$ cat config.mk
export PLATFORM = sky130hd
export DESIGN_NAME = qdsl_top
export DESIGN_NICKNAME = d
export VERILOG_FILES = /design/src/rtl/qdsl_pkg.sv /design/src/rtl/qdsl_buf.sv /design/src/rtl/qdsl_top.sv
export SDC_FILE = /design/constraint.sdc
export NUM_CORES = 1
export LEC_CHECK = 0
export BUFFER_PORTS_ARGS = -buffer_cell sky130_fd_sc_hd__buf_2
export CAP_MARGIN = 20
export CORE_MARGIN = 2
export CORE_UTILIZATION = 30
export DETAILED_ROUTE_END_ITERATION = 10
export PLACE_DENSITY_LB_ADDON = 0.15
export SETUP_SLACK_MARGIN = 0.4
export SYNTH_ARGS = -nofsm -noshare
export SYNTH_HDL_FRONTEND = slang
export SYNTH_SLANG_ARGS = --single-unit
$ cat constraint.sdc
create_clock -name CLK_I -period 5.2 [get_ports CLK_I]
set_input_delay 1.04 -clock CLK_I [delete_from_list [all_inputs] [get_ports CLK_I]]
set_output_delay 1.04 -clock CLK_I [all_outputs]
set_load 0.02 [all_outputs]
$ cat src/rtl/qdsl_pkg.sv
// Purpose: shared constants for the quad converter serial load and clear logic
// Assumes: one system clock at 250 MHz samples all device pins
// Notes:   word layout is address first, then fill, then data msb to lsb
package qdsl_pkg;
  localparam int          WORD_BITS    = 16;
  localparam int          DATA_BITS    = 12;
  localparam int          ADDR_BITS    = 2;
  localparam int          NUM_CONV     = 4;
  localparam int          ADDR_HI_POS  = 15;
  localparam int          ADDR_LO_POS  = 14;
  localparam int          DATA_MSB_POS = 11;
  localparam logic [11:0] MIDSCALE     = 12'h800;
  localparam logic [11:0] ZEROSCALE    = 12'h000;
  localparam logic [15:0] SHIFT_RESET  = 16'h0000;
  localparam logic [5:0]  SYNC_RESET   = 6'h1D;
  localparam logic [11:0] DATA_RESET   = 12'h000;
  localparam int          SYNC_STAGES  = 2;
  localparam int          BUF_DEPTH    = 2;
endpackage : qdsl_pkg

$ cat src/rtl/qdsl_buf.sv
// Purpose: two-entry valid/ready buffer for loaded words
// Assumes: same clock on both sides
// Notes:   full and empty are exact; input ready drops only when both slots hold
`timescale 1ns/1ps
`default_nettype none
module qdsl_buf
  import qdsl_pkg::*;
#(
  parameter int WIDTH = 14
)
(
  input  wire logic             clk_i,
  input  wire logic             rst_i,
  input  wire logic             in_valid_i,
  output logic                  in_ready_o,
  input  wire logic [WIDTH-1:0] in_data_i,
  output logic                  out_valid_o,
  input  wire logic             out_ready_i,
  output logic      [WIDTH-1:0] out_data_o
);
  logic [WIDTH-1:0] slot_reg [BUF_DEPTH];
  logic             rd_ptr_reg;
  logic             wr_ptr_reg;
  logic [1:0]       count_reg;
  logic             push;
  logic             pop;

  assign in_ready_o  = (count_reg != 2'd2);
  assign out_valid_o = (count_reg != 2'd0);
  assign out_data_o  = slot_reg[rd_ptr_reg];
  assign push        = in_valid_i && in_ready_o;
  assign pop         = out_valid_o && out_ready_i;

  // storage has no reset; valid is guarded by the count
  always_ff @(posedge clk_i)
  begin
    if (push)
      slot_reg[wr_ptr_reg] <= in_data_i;
  end

  // pointers and occupancy
  always_ff @(posedge clk_i or posedge rst_i)
  begin
    if (rst_i)
    begin
      rd_ptr_reg <= 1'b0;
      wr_ptr_reg <= 1'b0;
      count_reg  <= 2'd0;
    end
    else
    begin
      if (push)
        wr_ptr_reg <= ~wr_ptr_reg;
      if (pop)
        rd_ptr_reg <= ~rd_ptr_reg;
      if (push && !pop)
        count_reg <= count_reg + 2'd1;
      else if (pop && !push)
        count_reg <= count_reg - 2'd1;
    end
  end
endmodule : qdsl_buf
`default_nettype wire

$ cat src/rtl/qdsl_top.sv
// Purpose: serial word capture, load strobe and clear for four 12-bit converter registers
// Assumes: all pins except CONV_READY_I and SYS_RST_I are asynchronous to CLK_I and are synchronised by two flops
// Notes:   pin edges are seen a few system cycles late; pin widths must exceed 3 cycles
// Overview of operation
// - select low: shift data on clock rise
// - 16-bit word, upper address bit first
// - select high: serial data ignored
// - shift clock is clock OR select
// - load low copies word, ignoring select
// - clear forces midscale or zero per select
// - clear leaves shift register untouched
// - forced value stays until next load
// - address, two fill bits, data msb first
// - address picks one of four registers
`timescale 1ns/1ps
`default_nettype none
module qdsl_top
  import qdsl_pkg::*;
(
  input  wire logic        CLK_I,
  input  wire logic        SYS_RST_I,
  input  wire logic        SERIAL_CLK_I,
  input  wire logic        SELECT_N_I,
  input  wire logic        SERIAL_DATA_IN_I,
  input  wire logic        LOAD_STROBE_N_I,
  input  wire logic        CLEAR_N_I,
  input  wire logic        CLEAR_LEVEL_SELECT_I,
  input  wire logic        CONV_READY_I,
  output logic      [11:0] CONV_A_O,
  output logic      [11:0] CONV_B_O,
  output logic      [11:0] CONV_C_O,
  output logic      [11:0] CONV_D_O,
  output logic             LOAD_VALID_O,
  output logic      [13:0] LOAD_WORD_O,
  output logic      [15:0] SHIFT_WORD_O
);
  localparam int NPIN = 6;

  logic [NPIN-1:0] meta_reg;
  logic [NPIN-1:0] sync_reg;
  logic            shclk_prev_reg;
  logic            load_prev_reg;
  logic [15:0]     shift_reg;
  logic [11:0]     conv_reg [NUM_CONV];
  logic            shclk_now;
  logic            shift_pulse;
  logic            load_fall;
  logic            load_low;
  logic            clear_act;
  logic            buf_in_ready;
  logic            buf_out_valid;
  logic [13:0]     buf_out_data;
  logic [13:0]     load_word;

  // pins pass two flops before use; stage one feeds only stage two
  // reset matches idle pins (clock low, clear level low) so no false edge follows
  always_ff @(posedge CLK_I or posedge SYS_RST_I)
  begin
    if (SYS_RST_I)
    begin
      meta_reg <= SYNC_RESET;
      sync_reg <= SYNC_RESET;
    end
    else
    begin
      meta_reg <= {CLEAR_LEVEL_SELECT_I, CLEAR_N_I, LOAD_STROBE_N_I,
                   SELECT_N_I, SERIAL_CLK_I, SERIAL_DATA_IN_I};
      sync_reg <= meta_reg;
    end
  end

  // combined shift clock: either input rising while the other is low shifts one bit
  assign shclk_now   = sync_reg[1] | sync_reg[2];
  assign shift_pulse = shclk_now && !shclk_prev_reg;
  assign load_low    = !sync_reg[3];
  assign load_fall   = load_low && load_prev_reg;
  assign clear_act   = !sync_reg[4];
  assign load_word   = {shift_reg[ADDR_HI_POS:ADDR_LO_POS], shift_reg[DATA_MSB_POS:0]};

  // edge history for the combined clock and the load strobe
  always_ff @(posedge CLK_I or posedge SYS_RST_I)
  begin
    if (SYS_RST_I)
    begin
      shclk_prev_reg <= 1'b1;
      load_prev_reg  <= 1'b1;
    end
    else
    begin
      shclk_prev_reg <= shclk_now;
      load_prev_reg  <= sync_reg[3];
    end
  end

  // shift register: first bit received ends up at the top after 16 shifts
  // clear never touches it so a later load can restore the old word
  always_ff @(posedge CLK_I or posedge SYS_RST_I)
  begin
    if (SYS_RST_I)
      shift_reg <= SHIFT_RESET;
    else if (shift_pulse)
      shift_reg <= {shift_reg[14:0], sync_reg[0]};
  end

  // converter registers; clear wins, a low load keeps the addressed one transparent
  // hazard: host bits shifted while load is low leak straight through
  genvar g;
  generate
    for (g = 0; g < NUM_CONV; g++)
    begin : g_conv
      always_ff @(posedge CLK_I or posedge SYS_RST_I)
      begin
        if (SYS_RST_I)
          conv_reg[g] <= DATA_RESET;
        else if (clear_act)
          conv_reg[g] <= sync_reg[5] ? MIDSCALE : ZEROSCALE;
        else if (load_low && shift_reg[15:14] == 2'(g))
          conv_reg[g] <= shift_reg[DATA_MSB_POS:0];
        // otherwise held, including the clear value after release
      end
    end
  endgenerate

  // outputs registered straight from flops
  always_ff @(posedge CLK_I or posedge SYS_RST_I)
  begin
    if (SYS_RST_I)
    begin
      CONV_A_O     <= DATA_RESET;
      CONV_B_O     <= DATA_RESET;
      CONV_C_O     <= DATA_RESET;
      CONV_D_O     <= DATA_RESET;
      SHIFT_WORD_O <= SHIFT_RESET;
    end
    else
    begin
      CONV_A_O     <= conv_reg[0];
      CONV_B_O     <= conv_reg[1];
      CONV_C_O     <= conv_reg[2];
      CONV_D_O     <= conv_reg[3];
      SHIFT_WORD_O <= shift_reg;
    end
  end

  // each load edge outside clear logs the word; a full buffer drops it rather than stall pins
  qdsl_buf #(
    .WIDTH (14)
  ) u_buf (
    .clk_i       (CLK_I),
    .rst_i       (SYS_RST_I),
    .in_valid_i  (load_fall && !clear_act),
    .in_ready_o  (buf_in_ready),
    .in_data_i   (load_word),
    .out_valid_o (buf_out_valid),
    .out_ready_i (CONV_READY_I && !LOAD_VALID_O),
    .out_data_o  (buf_out_data)
  );

  // output stage: one word held until taken
  always_ff @(posedge CLK_I or posedge SYS_RST_I)
  begin
    if (SYS_RST_I)
    begin
      LOAD_VALID_O <= 1'b0;
      LOAD_WORD_O  <= 14'h0000;
    end
    else if (LOAD_VALID_O && CONV_READY_I)
      LOAD_VALID_O <= 1'b0;
    else if (!LOAD_VALID_O && buf_out_valid && CONV_READY_I)
    begin
      LOAD_VALID_O <= 1'b1;
      LOAD_WORD_O  <= buf_out_data;
    end
  end

  a_shift_gated: assert property (@(posedge CLK_I) disable iff (SYS_RST_I)
    (sync_reg[2] && $past(sync_reg[2])) |=> $stable(shift_reg))
    else $error("shift register moved while select high");

  a_shift_order: assert property (@(posedge CLK_I) disable iff (SYS_RST_I)
    shift_pulse |=> shift_reg == {$past(shift_reg[14:0]), $past(sync_reg[0])})
    else $error("shift did not append newest bit");

  // select must already have been low, else the combined clock was high before
  a_shift_edge: assert property (@(posedge CLK_I) disable iff (SYS_RST_I)
    (!sync_reg[2] && !$past(sync_reg[2]) && $rose(sync_reg[1])) |-> shift_pulse)
    else $error("clock rise with select low not shifted");

  a_or_clock: assert property (@(posedge CLK_I) disable iff (SYS_RST_I)
    (!sync_reg[1] && !$past(sync_reg[1]) && $rose(sync_reg[2])) |-> shift_pulse)
    else $error("select rise with clock low not shifted");

  a_clear_value: assert property (@(posedge CLK_I) disable iff (SYS_RST_I)
    clear_act |=> conv_reg[2] == ($past(sync_reg[5]) ? MIDSCALE : ZEROSCALE))
    else $error("clear value wrong");

  a_clear_keep: assert property (@(posedge CLK_I) disable iff (SYS_RST_I)
    (clear_act && !shift_pulse) |=> $stable(shift_reg))
    else $error("clear disturbed shift register");

  a_clear_hold: assert property (@(posedge CLK_I) disable iff (SYS_RST_I)
    (!clear_act && !load_low) |=> $stable(conv_reg[1]))
    else $error("register changed without load");

  a_load_route: assert property (@(posedge CLK_I) disable iff (SYS_RST_I)
    (load_fall && !clear_act && shift_reg[15:14] == 2'b11)
      |=> conv_reg[3] == $past(shift_reg[11:0]) && $stable(conv_reg[0]))
    else $error("load routed to wrong register");

  a_clear_wins: assert property (@(posedge CLK_I) disable iff (SYS_RST_I)
    (clear_act && load_low && !sync_reg[5]) |=> conv_reg[0] == ZEROSCALE)
    else $error("load overrode clear");

  a_load_follow: assert property (@(posedge CLK_I) disable iff (SYS_RST_I)
    (load_low && !clear_act && shift_reg[15:14] == 2'b00)
      |=> conv_reg[0] == $past(shift_reg[11:0]))
    else $error("low load did not copy word to register A");

  // a load edge with room in the buffer must leave a word waiting
  a_load_logged: assert property (@(posedge CLK_I) disable iff (SYS_RST_I)
    (load_fall && !clear_act && buf_in_ready) |=> buf_out_valid)
    else $error("load word not logged");
endmodule : qdsl_top
`default_nettype wire

==> reports/metrics.csv <==
metric;value;unit
status;completed;
min cycle time layout;2.573;ns
crit path kind;register to register;
crit-path max FO;50;
Final Skew;0.009054;ns
post-route cell area;0.007696;sq mm
Hold Path Class;register to register;
post-synthesis adder-cell area fraction;0.1956;%
post-synthesis simple-gate area fraction;7.471;%
cells on worst reg2reg path;3;
CTS Hold Bufs;0;
residual DRC count;0;
CTS resizes;0;
die extent in y;150.0;um
r2r setup slk;2.63;ns
I/O pin count;88;
number of nets with antenna violations after routing;0;
n_diodes;0;
critical path required time;5.25;ns
vias per cell;4.316;
Slew headroom;40.71;%
Lkg Pwr;0.003507;uW
DR WL/cell;16.78;um
Max-Cap Viols;0;
H-Tree Depth;4;
Worst Setup End Kind;register;
first-pass GRT wire length;21.42;mm
Die ar.;0.02251;sq mm
CTS Buf Count;17;
Compound-Gate Fraction of Synth Area;5.828;%
DP HPWL;8.162;mm
RSZ-0062 raised after global routing;no;
Layout Nets;523;
Row Count;53;
deepest clock path buffer count;2;
gr ovfl total;0;
Ys Warns;0;
WHS Path Cells;0;
CP Launch Type;register;
Core Region;0.02096;sq mm
CTS root buf;clkbuf_16;
synthesized cell area;0.006397;sq mm
CP bufs+invs;0;
Starting Density;30.53;%
crit path from;sync_reg[4];
sequential-to-total area share from yosys stat;76.32;%
CTS sink cnt;189;
Fin. Hold Viols;0;
worst r2r src;sync_reg[4];
arrival time worst endpoint;2.63;ns
Setup Buffers After CTS;0;
cell depth of the worst setup path;3;
proportion of synthesized area in mux cells;7.745;%
final setup fails;0;
count of unique library cells instantiated by Yosys;30;
Tightest Pin Transition;0.8867;ns
Post-Synth XOR/XNOR Area;0.6845;%
Post-Place Cell Area;0.007109;sq mm
Power, Total;3899;uW
CP delay by family, top;simple AND/OR/NAND/NOR gates;
Critical Path Sink;u_buf.slot_reg[1][7];
Slowest cell on crit path;dfstp_2;
CTS tree;done;
largest net degree at the start of global routing;162;
die width;150.0;um
vias in the first global route;3761;
FMAX;388.7;MHz
initial antenna violation count;0;
GPL Wtd Cong;0.7119;
input/output buffers;87;
Worst R2R End;u_buf.slot_reg[1][7];
worst-path cell chain;nand2_1 -> nor3_1 -> and2_1;
Fin Setup TNS;0;ns
via count;3457;
area grow syn2layout;20.30;%
power density cells;506.6;mW/mm^2
Mean Syn Cell Area;15.09;sq um
max-slew violation count;0;
gr usage total;13.00;%
share of cells above drive strength 1;34.41;%
CP max stage delay;1.04;ns
DRT iter0 DRCs;142;
worst-case vdd ir drop;0.2010;mV
# fillers;2072;
DRT Pass-1 Iters;4;
Clock Latency Late Sink;0.42;ns
Yosys reg bits;189;
syn_nets;434;
max reg flops;48;
Clock Pin Slew Worst Setup and Hold Paths;0.07;ns
largest family of logic cells by synthesized area;multiplexers;
period utilization;49.48;%
final WL;13.44;mm
Post-Syn Instances;424;
## worst register-to-register path, stage by stage (launching register included)
cell	delay (ns)
dfstp_2	1.04
nand2_1	0.19
nor3_1	0.35
and2_1	0.62
## cell families (layout without fill, tap and decap cells)
group | Yosys count | count (layout)
compound gates | 50 | 50
xor+xnor | 5 | 5
fa+ha+maj | 1 | 1
buf+inv | 22 | 124
flops | 189 | 189
mux | 44 | 44
simple gates | 113 | 113
## metal layers
metal | track usage (%) | wire, um | up-vias
met5 | 0 | 0 | -
li1 | - | - | 1598
met2 | 19.95 | 6273 | 96
met4 | 4.340 | 170 | 0
met1 | 17.60 | 6256 | 1749
met3 | 3.963 | 743 | 14
## area by class of cell
| type | instances | area (sq um) | share of cell area, % |
|---|---|---|---|
| clock buffer | 21 | 470.5 | 6.113 |
| clock inverter | 11 | 108.9 | 1.414 |
| inverter | 2 | 11.26 | 0.1463 |
| multi-input combinational | 213 | 1409 | 18.31 |
| sequential | 189 | 4882 | 63.44 |
| tap | 275 | 344.1 | 4.471 |
| timing repair buffer | 90 | 470.5 | 6.113 |
## worst min path at each step
stage	from	to	slack [ns]
5_1_grt	meta_reg[2]	sync_reg[2]	0.37
2_1_floorplan	meta_reg[1]	sync_reg[1]	0.33
3_5_place_dp	meta_reg[1]	sync_reg[1]	0.34
6_report	meta_reg[1]	sync_reg[1]	0.35
4_1_cts	meta_reg[1]	sync_reg[1]	0.36
3_3_place_gp	meta_reg[1]	sync_reg[1]	0.33
## power by group
| part | switching [uW] | internal [uW] | total, uW |
|---|---|---|---|
| clock | 545 | 703 | 1250 |
| combinational | 339 | 277 | 615 |
| sequential | 278 | 1760 | 2040 |
| total | 1160 | 2740 | 3900 |
## stage by stage
| step | hold slack, ns | cells | setup slack [ns] | utilization, % |
|---|---|---|---|---|
| global placement | 0.3335 | 768 | 2.660 | 33.93 |
| finish | 0.3524 | 801 | 2.627 | 36.73 |
| CTS | 0.3560 | 800 | 2.546 | 36.69 |
| global route | 0.3657 | 801 | 2.347 | 36.73 |
| floorplan | 0.3312 | 424 | 2.125 | - |
| detailed placement | 0.3395 | 768 | 2.557 | 33.93 |
## cell usage after synthesis (all sizes together)
master | instances | share of area (%)
or3 | 1 | 0.098
nor3 | 2 | 0.16
inv | 2 | 0.12
xor2 | 3 | 0.41
dfstp | 10 | 4.1
a31oi | 4 | 0.39
nor2b | 1 | 0.098
nand2 | 97 | 5.7
clkbuf | 5 | 0.29
nand3b | 1 | 0.12
edfxtp | 28 | 13
nand2b | 1 | 0.098
o21ai | 1 | 0.078
dfrtp | 151 | 59
nor4 | 1 | 0.098
buf | 15 | 1.3
or3b | 2 | 0.27
ha | 1 | 0.20
and2 | 1 | 0.098
o211ai | 1 | 0.20
nor2 | 2 | 0.12
a21boi | 44 | 5.2
and3b | 1 | 0.14
nor3b | 2 | 0.39
xnor2 | 2 | 0.27
mux2 | 44 | 7.7
or2 | 1 | 0.098
## layout by cell type, fill, tap and decap left out, drive strengths merged
master	count
dfrtp	151
nand2	97
buf	89
mux2	44
a21boi	44
edfxtp	28
clkbuf	22
dfstp	10
clkinv	6
a31oi	4
clkinvlp	3
xor2	3
inv	3
nor3b	2
or3b	2
nor3	2
xnor2	2
nor2	2
o211ai	1
or3	1
or2	1
nand2b	1
nor2b	1
and2	1
nor4	1
o21ai	1
nand3b	1
and3b	1
ha	1
bufinv	1
(Power assumes the default switching activity.)
